==> src/dpsm_pkg.sv <==
// package for the drive power state machine: register map, codes, timing
// assumes a 100 MHz system clock and a plain single-cycle register port
package dpsm_pkg;

    // ----------------------------------------------------------------
    // register map (word offsets on the plain register port)
    // ----------------------------------------------------------------
    localparam logic [3:0] DPSM_OFF_CTRL = 4'h0; // control word
    localparam logic [3:0] DPSM_OFF_STAT = 4'h1; // status word
    localparam logic [3:0] DPSM_OFF_QSMODE = 4'h2; // quick-stop mode
    localparam logic [3:0] DPSM_OFF_PARAM = 4'h3; // ordinary parameter
    localparam logic [3:0] DPSM_OFF_RPARAM = 4'h4; // restricted parameter
    localparam logic [3:0] DPSM_OFF_WREJ = 4'h5; // rejected-write counter

    // ----------------------------------------------------------------
    // reset values
    // ----------------------------------------------------------------
    localparam logic [15:0] DPSM_RST_CTRL = 16'h0006;
    localparam logic [7:0] DPSM_RST_QSMODE = 8'h02;
    localparam logic [15:0] DPSM_RST_PARAM = 16'h0000;

    // ----------------------------------------------------------------
    // control values judged on bits 3..0, and the fault reset value
    // ----------------------------------------------------------------
    localparam logic [3:0] DPSM_CW_DISABLE = 4'h0;
    localparam logic [3:0] DPSM_CW_QSTOP = 4'h2;
    localparam logic [3:0] DPSM_CW_SHUTDOWN = 4'h6;
    localparam logic [3:0] DPSM_CW_SWITCHON = 4'h7;
    localparam logic [3:0] DPSM_CW_ENABLE = 4'hF;
    localparam logic [7:0] DPSM_CW_FRESET = 8'h86;

    // ----------------------------------------------------------------
    // status word values
    // ----------------------------------------------------------------
    localparam logic [15:0] DPSM_SW_INIT = 16'h0000;
    localparam logic [15:0] DPSM_SW_DISABLED = 16'h0070;
    localparam logic [15:0] DPSM_SW_DIS_FRST = 16'h0031; // after fault reset
    localparam logic [15:0] DPSM_SW_READY = 16'h0031;
    localparam logic [15:0] DPSM_SW_SWON = 16'h0033;
    localparam logic [15:0] DPSM_SW_OPEN = 16'h0037;
    localparam logic [15:0] DPSM_SW_QSTOP = 16'h0050;
    localparam logic [15:0] DPSM_SW_FREACT = 16'h0038;
    localparam logic [15:0] DPSM_SW_FAULT = 16'h0038;

    // ----------------------------------------------------------------
    // quick-stop modes
    // ----------------------------------------------------------------
    localparam logic [7:0] DPSM_QS_M0 = 8'h00;
    localparam logic [7:0] DPSM_QS_M1 = 8'h01;
    localparam logic [7:0] DPSM_QS_M2 = 8'h02;
    localparam logic [7:0] DPSM_QS_M5 = 8'h05;
    localparam logic [7:0] DPSM_QS_M6 = 8'h06;
    localparam logic [7:0] DPSM_QS_M18 = 8'h12;

    // ----------------------------------------------------------------
    // timing
    // ----------------------------------------------------------------
    localparam int DPSM_CLK_MHZ = 100;
    localparam int DPSM_INIT_NS = 1000; // self-initialisation time
    localparam int DPSM_INIT_CYC = (DPSM_INIT_NS * DPSM_CLK_MHZ + 999) / 1000;
    localparam logic [7:0] DPSM_INIT_CNT = 8'(DPSM_INIT_CYC);

    // ----------------------------------------------------------------
    // types
    // ----------------------------------------------------------------
    typedef enum logic [2:0] {
        DPSM_ST_INIT,
        DPSM_ST_DISABLED,
        DPSM_ST_READY,
        DPSM_ST_SWON,
        DPSM_ST_OPEN,
        DPSM_ST_QSTOP,
        DPSM_ST_FREACT,
        DPSM_ST_FAULT
    } dpsm_state_t;

    typedef struct packed {
        logic wr;
        logic rd;
        logic [3:0] addr;
        logic [15:0] wdata;
    } dpsm_req_t;

    typedef struct packed {
        logic power_on;  // main power stage energised
        logic drive_en;  // drive function / motor running
        logic qs_decel;  // quick-stop deceleration active
        logic err_decel; // error-stop deceleration active
    } dpsm_pwr_t;

endpackage

==> src/dpsm_top.sv <==
// drive power state machine: control word in, status word and power out
// assumes fault, stop-done and io reset pins are asynchronous to clk;
// the register port is synchronous to clk.
//
// Overview of operation
// - enter initialisation alone after power-up
// - initialisation done, go to switch-on-disabled
// - disabled plus control 6 gives ready, 31
// - ready plus control 7 gives switched-on, 33
// - switched-on plus F gives operation, 0037
// - operation plus 7 gives switched-on, 0033
// - switched-on plus 6 gives ready, 0031
// - ready plus 0 gives disabled, 0070
// - operation plus 6 gives ready, 0031
// - operation plus 0 gives disabled, 0070
// - operation plus 2 gives quick-stop, 0050
// - stop done, modes 0,1,2,18: disabled
// - quick-stop, modes 5/6, F: operation
// - fault forces fault-reaction from any state but fault-reaction and fault
// - fault-reaction stops motor, then fault, 0038
// - fault plus 86 or io reset: disabled
// - reject parameter writes during initialisation
// - allow parameter writes in ready, switched-on
// - block restricted parameters while operating
// - quick-stop decelerates alike in every quick-stop mode; the mode picks the exit
//
// Local design decisions: the register addresses and the strobed register port.
`timescale 1ns/1ns
`default_nettype none

module dpsm_top
    import dpsm_pkg::*;
(
    input wire logic clk,
    input wire logic rst,
    input wire dpsm_req_t req,
    output logic [15:0] rdata,
    input wire logic fault_in,
    input wire logic stop_done_in,
    input wire logic io_freset_in,
    output dpsm_pwr_t pwr,
    output logic [15:0] status_word
);

    // ----------------------------------------------------------------
    // state and registers
    // ----------------------------------------------------------------
    dpsm_state_t state_q;
    logic [15:0] ctrl_q;
    logic [15:0] stat_q;
    logic [7:0] qsmode_q;
    logic [15:0] param_q;
    logic [15:0] rparam_q;
    logic [15:0] wrej_q;
    logic [7:0] init_cnt_q;
    logic cw_new_q;
    logic [2:0] fault_s;
    logic [2:0] done_s;
    logic [2:0] frst_s;
    logic fault_q;
    logic done_q;
    logic frst_q;
    logic frst_dis_q;

    // quick-stop modes that end in switch-on-disabled
    function automatic logic qs_ends_disabled(input logic [7:0] m);
        return (m == DPSM_QS_M0) || (m == DPSM_QS_M1) ||
               (m == DPSM_QS_M2) || (m == DPSM_QS_M18);
    endfunction

    // quick-stop modes that allow re-enabling
    function automatic logic qs_may_resume(input logic [7:0] m);
        return (m == DPSM_QS_M5) || (m == DPSM_QS_M6);
    endfunction

    // ----------------------------------------------------------------
    // input synchronisers
    // ----------------------------------------------------------------
    // three flops per pin, the second feeds the logic; the io reset edge also uses the third
    always_ff @(posedge clk or posedge rst) begin
        if (rst) begin
            fault_s <= 3'h0;
            done_s <= 3'h0;
            frst_s <= 3'h0;
        end else begin
            fault_s <= {fault_s[1:0], fault_in};
            done_s <= {done_s[1:0], stop_done_in};
            frst_s <= {frst_s[1:0], io_freset_in};
        end
    end

    always_comb begin
        fault_q = fault_s[1];
        done_q = done_s[1];
        frst_q = frst_s[1] & ~frst_s[2]; // rising edge of io reset
    end

    // ----------------------------------------------------------------
    // write decode
    // ----------------------------------------------------------------
    logic wr_ctrl;
    logic wr_qs;
    logic wr_par;
    logic wr_rpar;
    logic par_ok;
    logic rpar_ok;

    always_comb begin
        wr_ctrl = req.wr && (req.addr == DPSM_OFF_CTRL);
        wr_qs = req.wr && (req.addr == DPSM_OFF_QSMODE);
        wr_par = req.wr && (req.addr == DPSM_OFF_PARAM);
        wr_rpar = req.wr && (req.addr == DPSM_OFF_RPARAM);
        par_ok = (state_q != DPSM_ST_INIT);
        rpar_ok = par_ok && (state_q != DPSM_ST_OPEN) &&
                  (state_q != DPSM_ST_QSTOP);
    end

    // control word register, new-value flag for one cycle
    always_ff @(posedge clk or posedge rst) begin
        if (rst) begin
            ctrl_q <= DPSM_RST_CTRL;
            cw_new_q <= 1'b0;
        end else begin
            cw_new_q <= wr_ctrl;
            if (wr_ctrl) begin
                ctrl_q <= req.wdata;
            end
        end
    end

    // parameter registers with state-dependent write protection
    always_ff @(posedge clk or posedge rst) begin
        if (rst) begin
            qsmode_q <= DPSM_RST_QSMODE;
            param_q <= DPSM_RST_PARAM;
            rparam_q <= DPSM_RST_PARAM;
            wrej_q <= 16'h0000;
        end else begin
            if (wr_qs && rpar_ok) begin
                qsmode_q <= req.wdata[7:0];
            end
            if (wr_par && par_ok) begin
                param_q <= req.wdata;
            end
            if (wr_rpar && rpar_ok) begin
                rparam_q <= req.wdata;
            end
            if (((wr_par) && !par_ok) || ((wr_rpar || wr_qs) && !rpar_ok)) begin
                wrej_q <= wrej_q + 16'h0001;
            end
        end
    end

    // ----------------------------------------------------------------
    // state machine
    // ----------------------------------------------------------------
    logic [3:0] cw;
    assign cw = ctrl_q[3:0];

    always_ff @(posedge clk or posedge rst) begin
        if (rst) begin
            state_q <= DPSM_ST_INIT;
            init_cnt_q <= 8'h00;
            frst_dis_q <= 1'b0;
        end else begin
            if (state_q == DPSM_ST_INIT && init_cnt_q != DPSM_INIT_CNT) begin
                init_cnt_q <= init_cnt_q + 8'h01;
            end
            if (fault_q && state_q != DPSM_ST_FREACT && state_q != DPSM_ST_FAULT) begin
                state_q <= DPSM_ST_FREACT;
                frst_dis_q <= 1'b0;
            end else begin
                case (state_q)
                    DPSM_ST_INIT: begin
                        if (init_cnt_q == DPSM_INIT_CNT) begin
                            state_q <= DPSM_ST_DISABLED;
                        end
                    end
                    DPSM_ST_DISABLED: begin
                        if (cw_new_q && cw == DPSM_CW_SHUTDOWN) begin
                            state_q <= DPSM_ST_READY;
                            frst_dis_q <= 1'b0;
                        end
                    end
                    DPSM_ST_READY: begin
                        if (cw_new_q && cw == DPSM_CW_SWITCHON) begin
                            state_q <= DPSM_ST_SWON;
                        end else if (cw_new_q && cw == DPSM_CW_DISABLE) begin
                            state_q <= DPSM_ST_DISABLED;
                        end
                    end
                    DPSM_ST_SWON: begin
                        if (cw_new_q && cw == DPSM_CW_ENABLE) begin
                            state_q <= DPSM_ST_OPEN;
                        end else if (cw_new_q && cw == DPSM_CW_SHUTDOWN) begin
                            state_q <= DPSM_ST_READY;
                        end
                    end
                    DPSM_ST_OPEN: begin
                        if (cw_new_q && cw == DPSM_CW_SWITCHON) begin
                            state_q <= DPSM_ST_SWON;
                        end else if (cw_new_q && cw == DPSM_CW_SHUTDOWN) begin
                            state_q <= DPSM_ST_READY;
                        end else if (cw_new_q && cw == DPSM_CW_DISABLE) begin
                            state_q <= DPSM_ST_DISABLED;
                        end else if (cw_new_q && cw == DPSM_CW_QSTOP) begin
                            state_q <= DPSM_ST_QSTOP;
                        end
                    end
                    DPSM_ST_QSTOP: begin
                        if (cw_new_q && cw == DPSM_CW_ENABLE && qs_may_resume(qsmode_q)) begin
                            state_q <= DPSM_ST_OPEN;
                        end else if (done_q && qs_ends_disabled(qsmode_q)) begin
                            state_q <= DPSM_ST_DISABLED;
                        end
                    end
                    DPSM_ST_FREACT: begin
                        if (done_q) begin
                            state_q <= DPSM_ST_FAULT;
                        end
                    end
                    DPSM_ST_FAULT: begin
                        if ((cw_new_q && ctrl_q[7:0] == DPSM_CW_FRESET) || frst_q) begin
                            state_q <= DPSM_ST_DISABLED;
                            frst_dis_q <= 1'b1;
                        end
                    end
                    default: begin
                        state_q <= DPSM_ST_INIT;
                    end
                endcase
                // any other control value leaves the state alone
            end
        end
    end

    // ----------------------------------------------------------------
    // status word and power outputs, registered from the state
    // ----------------------------------------------------------------
    always_ff @(posedge clk or posedge rst) begin
        if (rst) begin
            stat_q <= DPSM_SW_INIT;
            pwr <= '0;
        end else begin
            case (state_q)
                DPSM_ST_INIT: begin
                    stat_q <= DPSM_SW_INIT;
                    pwr <= '0;
                end
                DPSM_ST_DISABLED: begin
                    stat_q <= frst_dis_q ? DPSM_SW_DIS_FRST : DPSM_SW_DISABLED;
                    pwr <= '0;
                end
                DPSM_ST_READY: begin
                    stat_q <= DPSM_SW_READY;
                    pwr <= '0;
                end
                DPSM_ST_SWON: begin
                    stat_q <= DPSM_SW_SWON;
                    pwr <= '{power_on: 1'b1, drive_en: 1'b0, qs_decel: 1'b0, err_decel: 1'b0};
                end
                DPSM_ST_OPEN: begin
                    stat_q <= DPSM_SW_OPEN;
                    pwr <= '{power_on: 1'b1, drive_en: 1'b1, qs_decel: 1'b0, err_decel: 1'b0};
                end
                DPSM_ST_QSTOP: begin
                    stat_q <= DPSM_SW_QSTOP;
                    pwr <= '{power_on: 1'b1, drive_en: 1'b1, qs_decel: 1'b1, err_decel: 1'b0};
                end
                DPSM_ST_FREACT: begin
                    stat_q <= DPSM_SW_FREACT;
                    pwr <= '{power_on: 1'b1, drive_en: 1'b1, qs_decel: 1'b0, err_decel: 1'b1};
                end
                DPSM_ST_FAULT: begin
                    stat_q <= DPSM_SW_FAULT;
                    pwr <= '0;
                end
                default: begin
                    stat_q <= DPSM_SW_INIT;
                    pwr <= '0;
                end
            endcase
        end
    end

    assign status_word = stat_q;

    // ----------------------------------------------------------------
    // read port: data in the cycle after the strobe
    // ----------------------------------------------------------------
    always_ff @(posedge clk or posedge rst) begin
        if (rst) begin
            rdata <= 16'h0000;
        end else if (req.rd) begin
            case (req.addr)
                DPSM_OFF_CTRL: rdata <= ctrl_q;
                DPSM_OFF_STAT: rdata <= stat_q;
                DPSM_OFF_QSMODE: rdata <= {8'h00, qsmode_q};
                DPSM_OFF_PARAM: rdata <= param_q;
                DPSM_OFF_RPARAM: rdata <= rparam_q;
                DPSM_OFF_WREJ: rdata <= wrej_q;
                default: rdata <= 16'h0000;
            endcase
        end else begin
            rdata <= 16'h0000;
        end
    end
endmodule

`default_nettype wire

==> config.mk <==
export PLATFORM = sky130hd
export DESIGN_NAME = dpsm_top
export DESIGN_NICKNAME = d
export VERILOG_FILES = /design/src/dpsm_pkg.sv /design/src/dpsm_top.sv
export SDC_FILE = /design/constraint.sdc
export NUM_CORES = 1
export LEC_CHECK = 0
export ABC_AREA = 0
export BUFFER_PORTS_ARGS = -buffer_cell sky130_fd_sc_hd__buf_2
export CAP_MARGIN = 10
export CORE_MARGIN = 4
export CORE_UTILIZATION = 50
export DETAILED_ROUTE_END_ITERATION = 10
export PLACE_DENSITY = 0.74
export SLEW_MARGIN = 10
export SYNTH_ARGS = -nofsm -noshare
export SYNTH_HDL_FRONTEND = slang
export SYNTH_SLANG_ARGS = --single-unit
==> constraint.sdc <==
create_clock -name clk -period 4.4 [get_ports clk]
set_input_delay 0.66 -clock clk [delete_from_list [all_inputs] [get_ports clk]]
set_output_delay 0.66 -clock clk [all_outputs]
set_load 0.005 [all_outputs]
==> flow_results.org <==
** Synth
- The number of different library cells used by synthesis comes to 59.
- The most used flip-flop cell after synthesis is sky130_fd_sc_hd__dfrtp_1.
- Total number of yosys warnings :: 0
- EDFF count, synth :: 0
- Share of flip-flops with an asynchronous set or reset after synthesis :: 100%
- Sequential cell area fraction in the yosys report :: 56.2%
- After synthesis the netlist holds a flip-flop and latch count of 119.
- Cell area after synthesis :: 0.00531 mm2
- After synthesis, the mean cell area works out to 12.5 um2.
- Post-Syn Instances :: 424

** Timing
- Fin. max-slew vios :: 0
- Post-layout minimum cycle time :: 2.27 ns
- At the pin with the least slew margin, the transition time is 0.948 ns.
- Setup total negative slack on the finished layout was measured at 0 ns.
- The clock arrives with 0.00599 ns of skew.
- Setup repair after global routing missed its margin :: no
- Final-report hold violation count :: 0
- The worst pin sits at a relative slew slack of 36.3%.
- Setup-violating endpoint count in the final report :: 0
- Based on the critical path, the design can be clocked at up to 0.440 GHz.
- After layout, the worst path uses 51.6% of the clock period.

** GRT
- Combined global-route utilization of all metal layers :: 19.7%
- Via count of the first global-routing pass :: 3640
- Wire length of the first global-routing pass :: 19200 um
- Entering global routing, the biggest net connects 55 pins.
- Total grt overflow :: 0
- The number of antenna violations at the first check in global routing came to 0.

** Finish
- In the final layout, the share of cells above drive strength 1 is 30.8%.
- The area growth from synthesis to layout is 15.8%.
- In the layout the commonest cells are 116 x sky130_fd_sc_hd__dfrtp_1, 53 x sky130_fd_sc_hd__buf_2, 48 x sky130_fd_sc_hd__mux2_2.
- Most common cell after layout, fill and taps aside :: sky130_fd_sc_hd__dfrtp_1
- Counting the fill cells in the layout gives 830.
- Final net count :: 511
- Number of non-filler instances in the completed layout :: 627
- Antenna diodes :: 0

** Worst setup path
- Launch instance of the worst register-to-register path :: state_q[1]$_DFFE_PP0P_
- Category of the most critical setup path :: flop to flop
- Data arrives at the worst endpoint at 2.67 ns.
- The worst register-to-register path ends at param_q[13]$_DFFE_PP0P_.
- Ordered cell list for the critical path :: nor3_4 -> inv_1 -> and3_1 -> mux2_2
- Data on the critical path is required at its endpoint by 4.79 ns.
- Setup slack on the worst reg-to-reg path comes out at 2.13 ns.
- The slowest stage of the critical path is the sky130_fd_sc_hd__dfrtp_1 cell.
- Peak per-stage delay on the critical path :: 0.75 ns
- In this run the worst path has a maximum fanout of 18.
- Startpoint type of the worst setup path :: flop
- Worst Reg-to-Reg Cells :: 4
- The worst setup path is captured at a flop.
- The critical path starts at state_q[1]$_DFFE_PP0P_.
- Capturing element of the worst setup path :: param_q[13]$_DFFE_PP0P_

** Run status
- Outcome :: finished, final reports clean

** Clocking
- Total of cells resized after clock tree synthesis :: 0
- Later-pin clock latency in the skew report :: 0.52 ns
- The cell sitting at the root of the clock tree is a sky130_fd_sc_hd__clkbuf_8.
- H-tree level count :: 4
- Cts hold-fix bufs :: 0
- Clock tree from TritonCTS :: yes
- Number of buffers on the longest clock path :: 2
- Sinks on the clock net :: 119
- Number of buffers inserted during clock tree synthesis :: 17
- Clock-pin slew was measured on the worst setup and hold paths at 0.05 ns.
- In this run the post-CTS setup repair buffer count came out at 0.

** Drt
- The final layout contains routed wiring with a total length of 11700 um.
- For this block, the via count after detailed routing is 3648.
- Before antenna repair, the detailed router went through 7 iterations.
- Average vias per placed instance :: 5.82
- Starting DRT DRC Count :: 359
- Post-route antenna net violation count :: 0
- In the routed design, unresolved DRC markers number 0.
- In the final routed layout, each cell accounts on average for 18.6 um.

** Floorplanning
- Die area :: 0.0123 mm2
- Starting density of the core :: 51.4%
- 63 I/O pins were placed.
- Horizontal die dimension :: 111 um
- Total core area :: 0.0103 mm2
- Height of the die :: 111 um
- The floorplan has 37 rows.

** Pwr
- Reported leakage power :: 2.83 nW
- Power density cells :: 572 mW/mm2
- Across the VDD grid, the largest voltage drop is 0.250 mV.

** Placed design
- HPWL after detailed placement :: 7980 um
- Placed insts :: 598
- GPL Wtd Cong :: 0.849
- Number of I/O port buffers :: 53

** Worst hold path
- Hold/Removal Path Class :: primary input to async pin

** Flow run
- Total of max-cap violations :: 0
## flip-flops by register name, summed over array words and instances (netlist names)
| register | cells |
|---|---|
| param_q | 16 |
| status_word | 7 |
| state_q | 3 |
| cw_new_q | 1 |
| done_s | 2 |
| frst_s | 3 |
| wrej_q | 16 |
| init_cnt_q | 8 |
| qsmode_q | 8 |
| pwr | 4 |
| ctrl_q | 16 |
| rparam_q | 16 |
| frst_dis_q | 1 |
| rdata | 16 |
| fault_s | 2 |
## cell families (layout without fill, tap and decap cells)
family                   after synthesis  after routing  synth area share, %
AO/OA/AOI/OAI                         78             78                 10.6
XOR/XNOR                              25             25                 4.27
adder cells (fa/ha/maj)                3              3                0.707
buffers and inverters                 39             98                 4.24
flip-flops                           119            119                 56.2
multiplexers                          58             58                 12.3
other                                  1              9               0.0706
AND/OR/NAND/NOR                      101            101                 11.6
## layer usage
layer | part of all wire, % | track usage (%) | up-vias
met4 | 1.9 | 7.14 | 0
met5 | 0 | 0 | -
li1 | - | - | 1645
met2 | 47 | 29.7 | 164
met3 | 8.6 | 6.44 | 20
met1 | 43 | 26.8 | 1819
## worst min path at each step
| stage | start | to | slack [ns] |
|---|---|---|---|
| 2_1_floorplan | done_s[0]$_DFF_PP0_ | done_s[1]$_DFF_PP0_ | 0.33 |
| 3_3_place_gp | fault_s[0]$_DFF_PP0_ | fault_s[1]$_DFF_PP0_ | 0.34 |
| 3_5_place_dp | fault_s[0]$_DFF_PP0_ | fault_s[1]$_DFF_PP0_ | 0.34 |
| 4_1_cts | rst | pwr[2]$_DFF_PP0_ | 0.16 |
| 5_1_grt | rst | pwr[3]$_DFF_PP0_ | 0.19 |
| 6_report | rst | pwr[3]$_DFF_PP0_ | 0.16 |
## synthesized netlist by cell type, drive strengths merged, types with 3 or more instances
cell type,instances,area (um2)
a31oi,7,43.8
nand4,5,46.3
nor3,7,51.3
ha,3,37.5
dfrtp,116,2900
nand3,9,55.1
a21oi,17,88.8
a211o,3,26.3
buf,23,165
a211oi,3,22.5
and3,5,31.3
dfstp,3,78.8
mux2,57,642
xor2,5,43.8
and4,5,43.8
nor2,11,41.3
clkbuf,6,22.5
nand2b,6,37.5
a222oi,9,90.1
inv,10,37.5
xnor2,20,183
nor4b,3,41.3
nor2b,3,18.8
o21ai,7,35.0
nand2,33,134
a22oi,22,165
## where the power goes
group	switching, mW	internal, mW	leakage (nW)
sequential	0.277	1.39	1.52
clock	0.434	0.753	0.253
combinational	0.318	0.347	1.06
## cell type report
type	count	area [um2]	share of cell area [%]
flip-flops and latches	119	2980	48.5
multi-input cells	274	2130	34.7
clock buffers	26	498	8.10
repair buffers	59	310	5.05
well taps	136	170	2.77
inverters	10	40.0	0.651
clock inverters	3	17.5	0.285
## worst max-delay path, delay by kind of cell, from the launching register on
family,cells,cell delay (ns)
and+or+nand+nor,2,0.87
buffers and inverters,1,0.11
muxes,1,0.42
DFF,1,0.75
## stage by stage
| step | hold WS, ns | setup WS [ns] | power, mW | cell area, um2 | util, % |
|---|---|---|---|---|---|
| after detailed placement | 0.342 | 1.74 | 2.34 | 5630 | 54.6 |
| final | 0.159 | 2.13 | 3.52 | 6150 | 59.6 |
| after global placement | 0.336 | 1.82 | 2.30 | 5630 | 54.6 |
| after floorplan | 0.331 | 0.587 | 2.10 | 5340 | - |
| after CTS | 0.158 | 2.14 | 3.55 | 6150 | 59.6 |
| after global routing | 0.193 | 2.03 | 3.72 | 6150 | 59.6 |
Power figures use the tool's default switching activity.
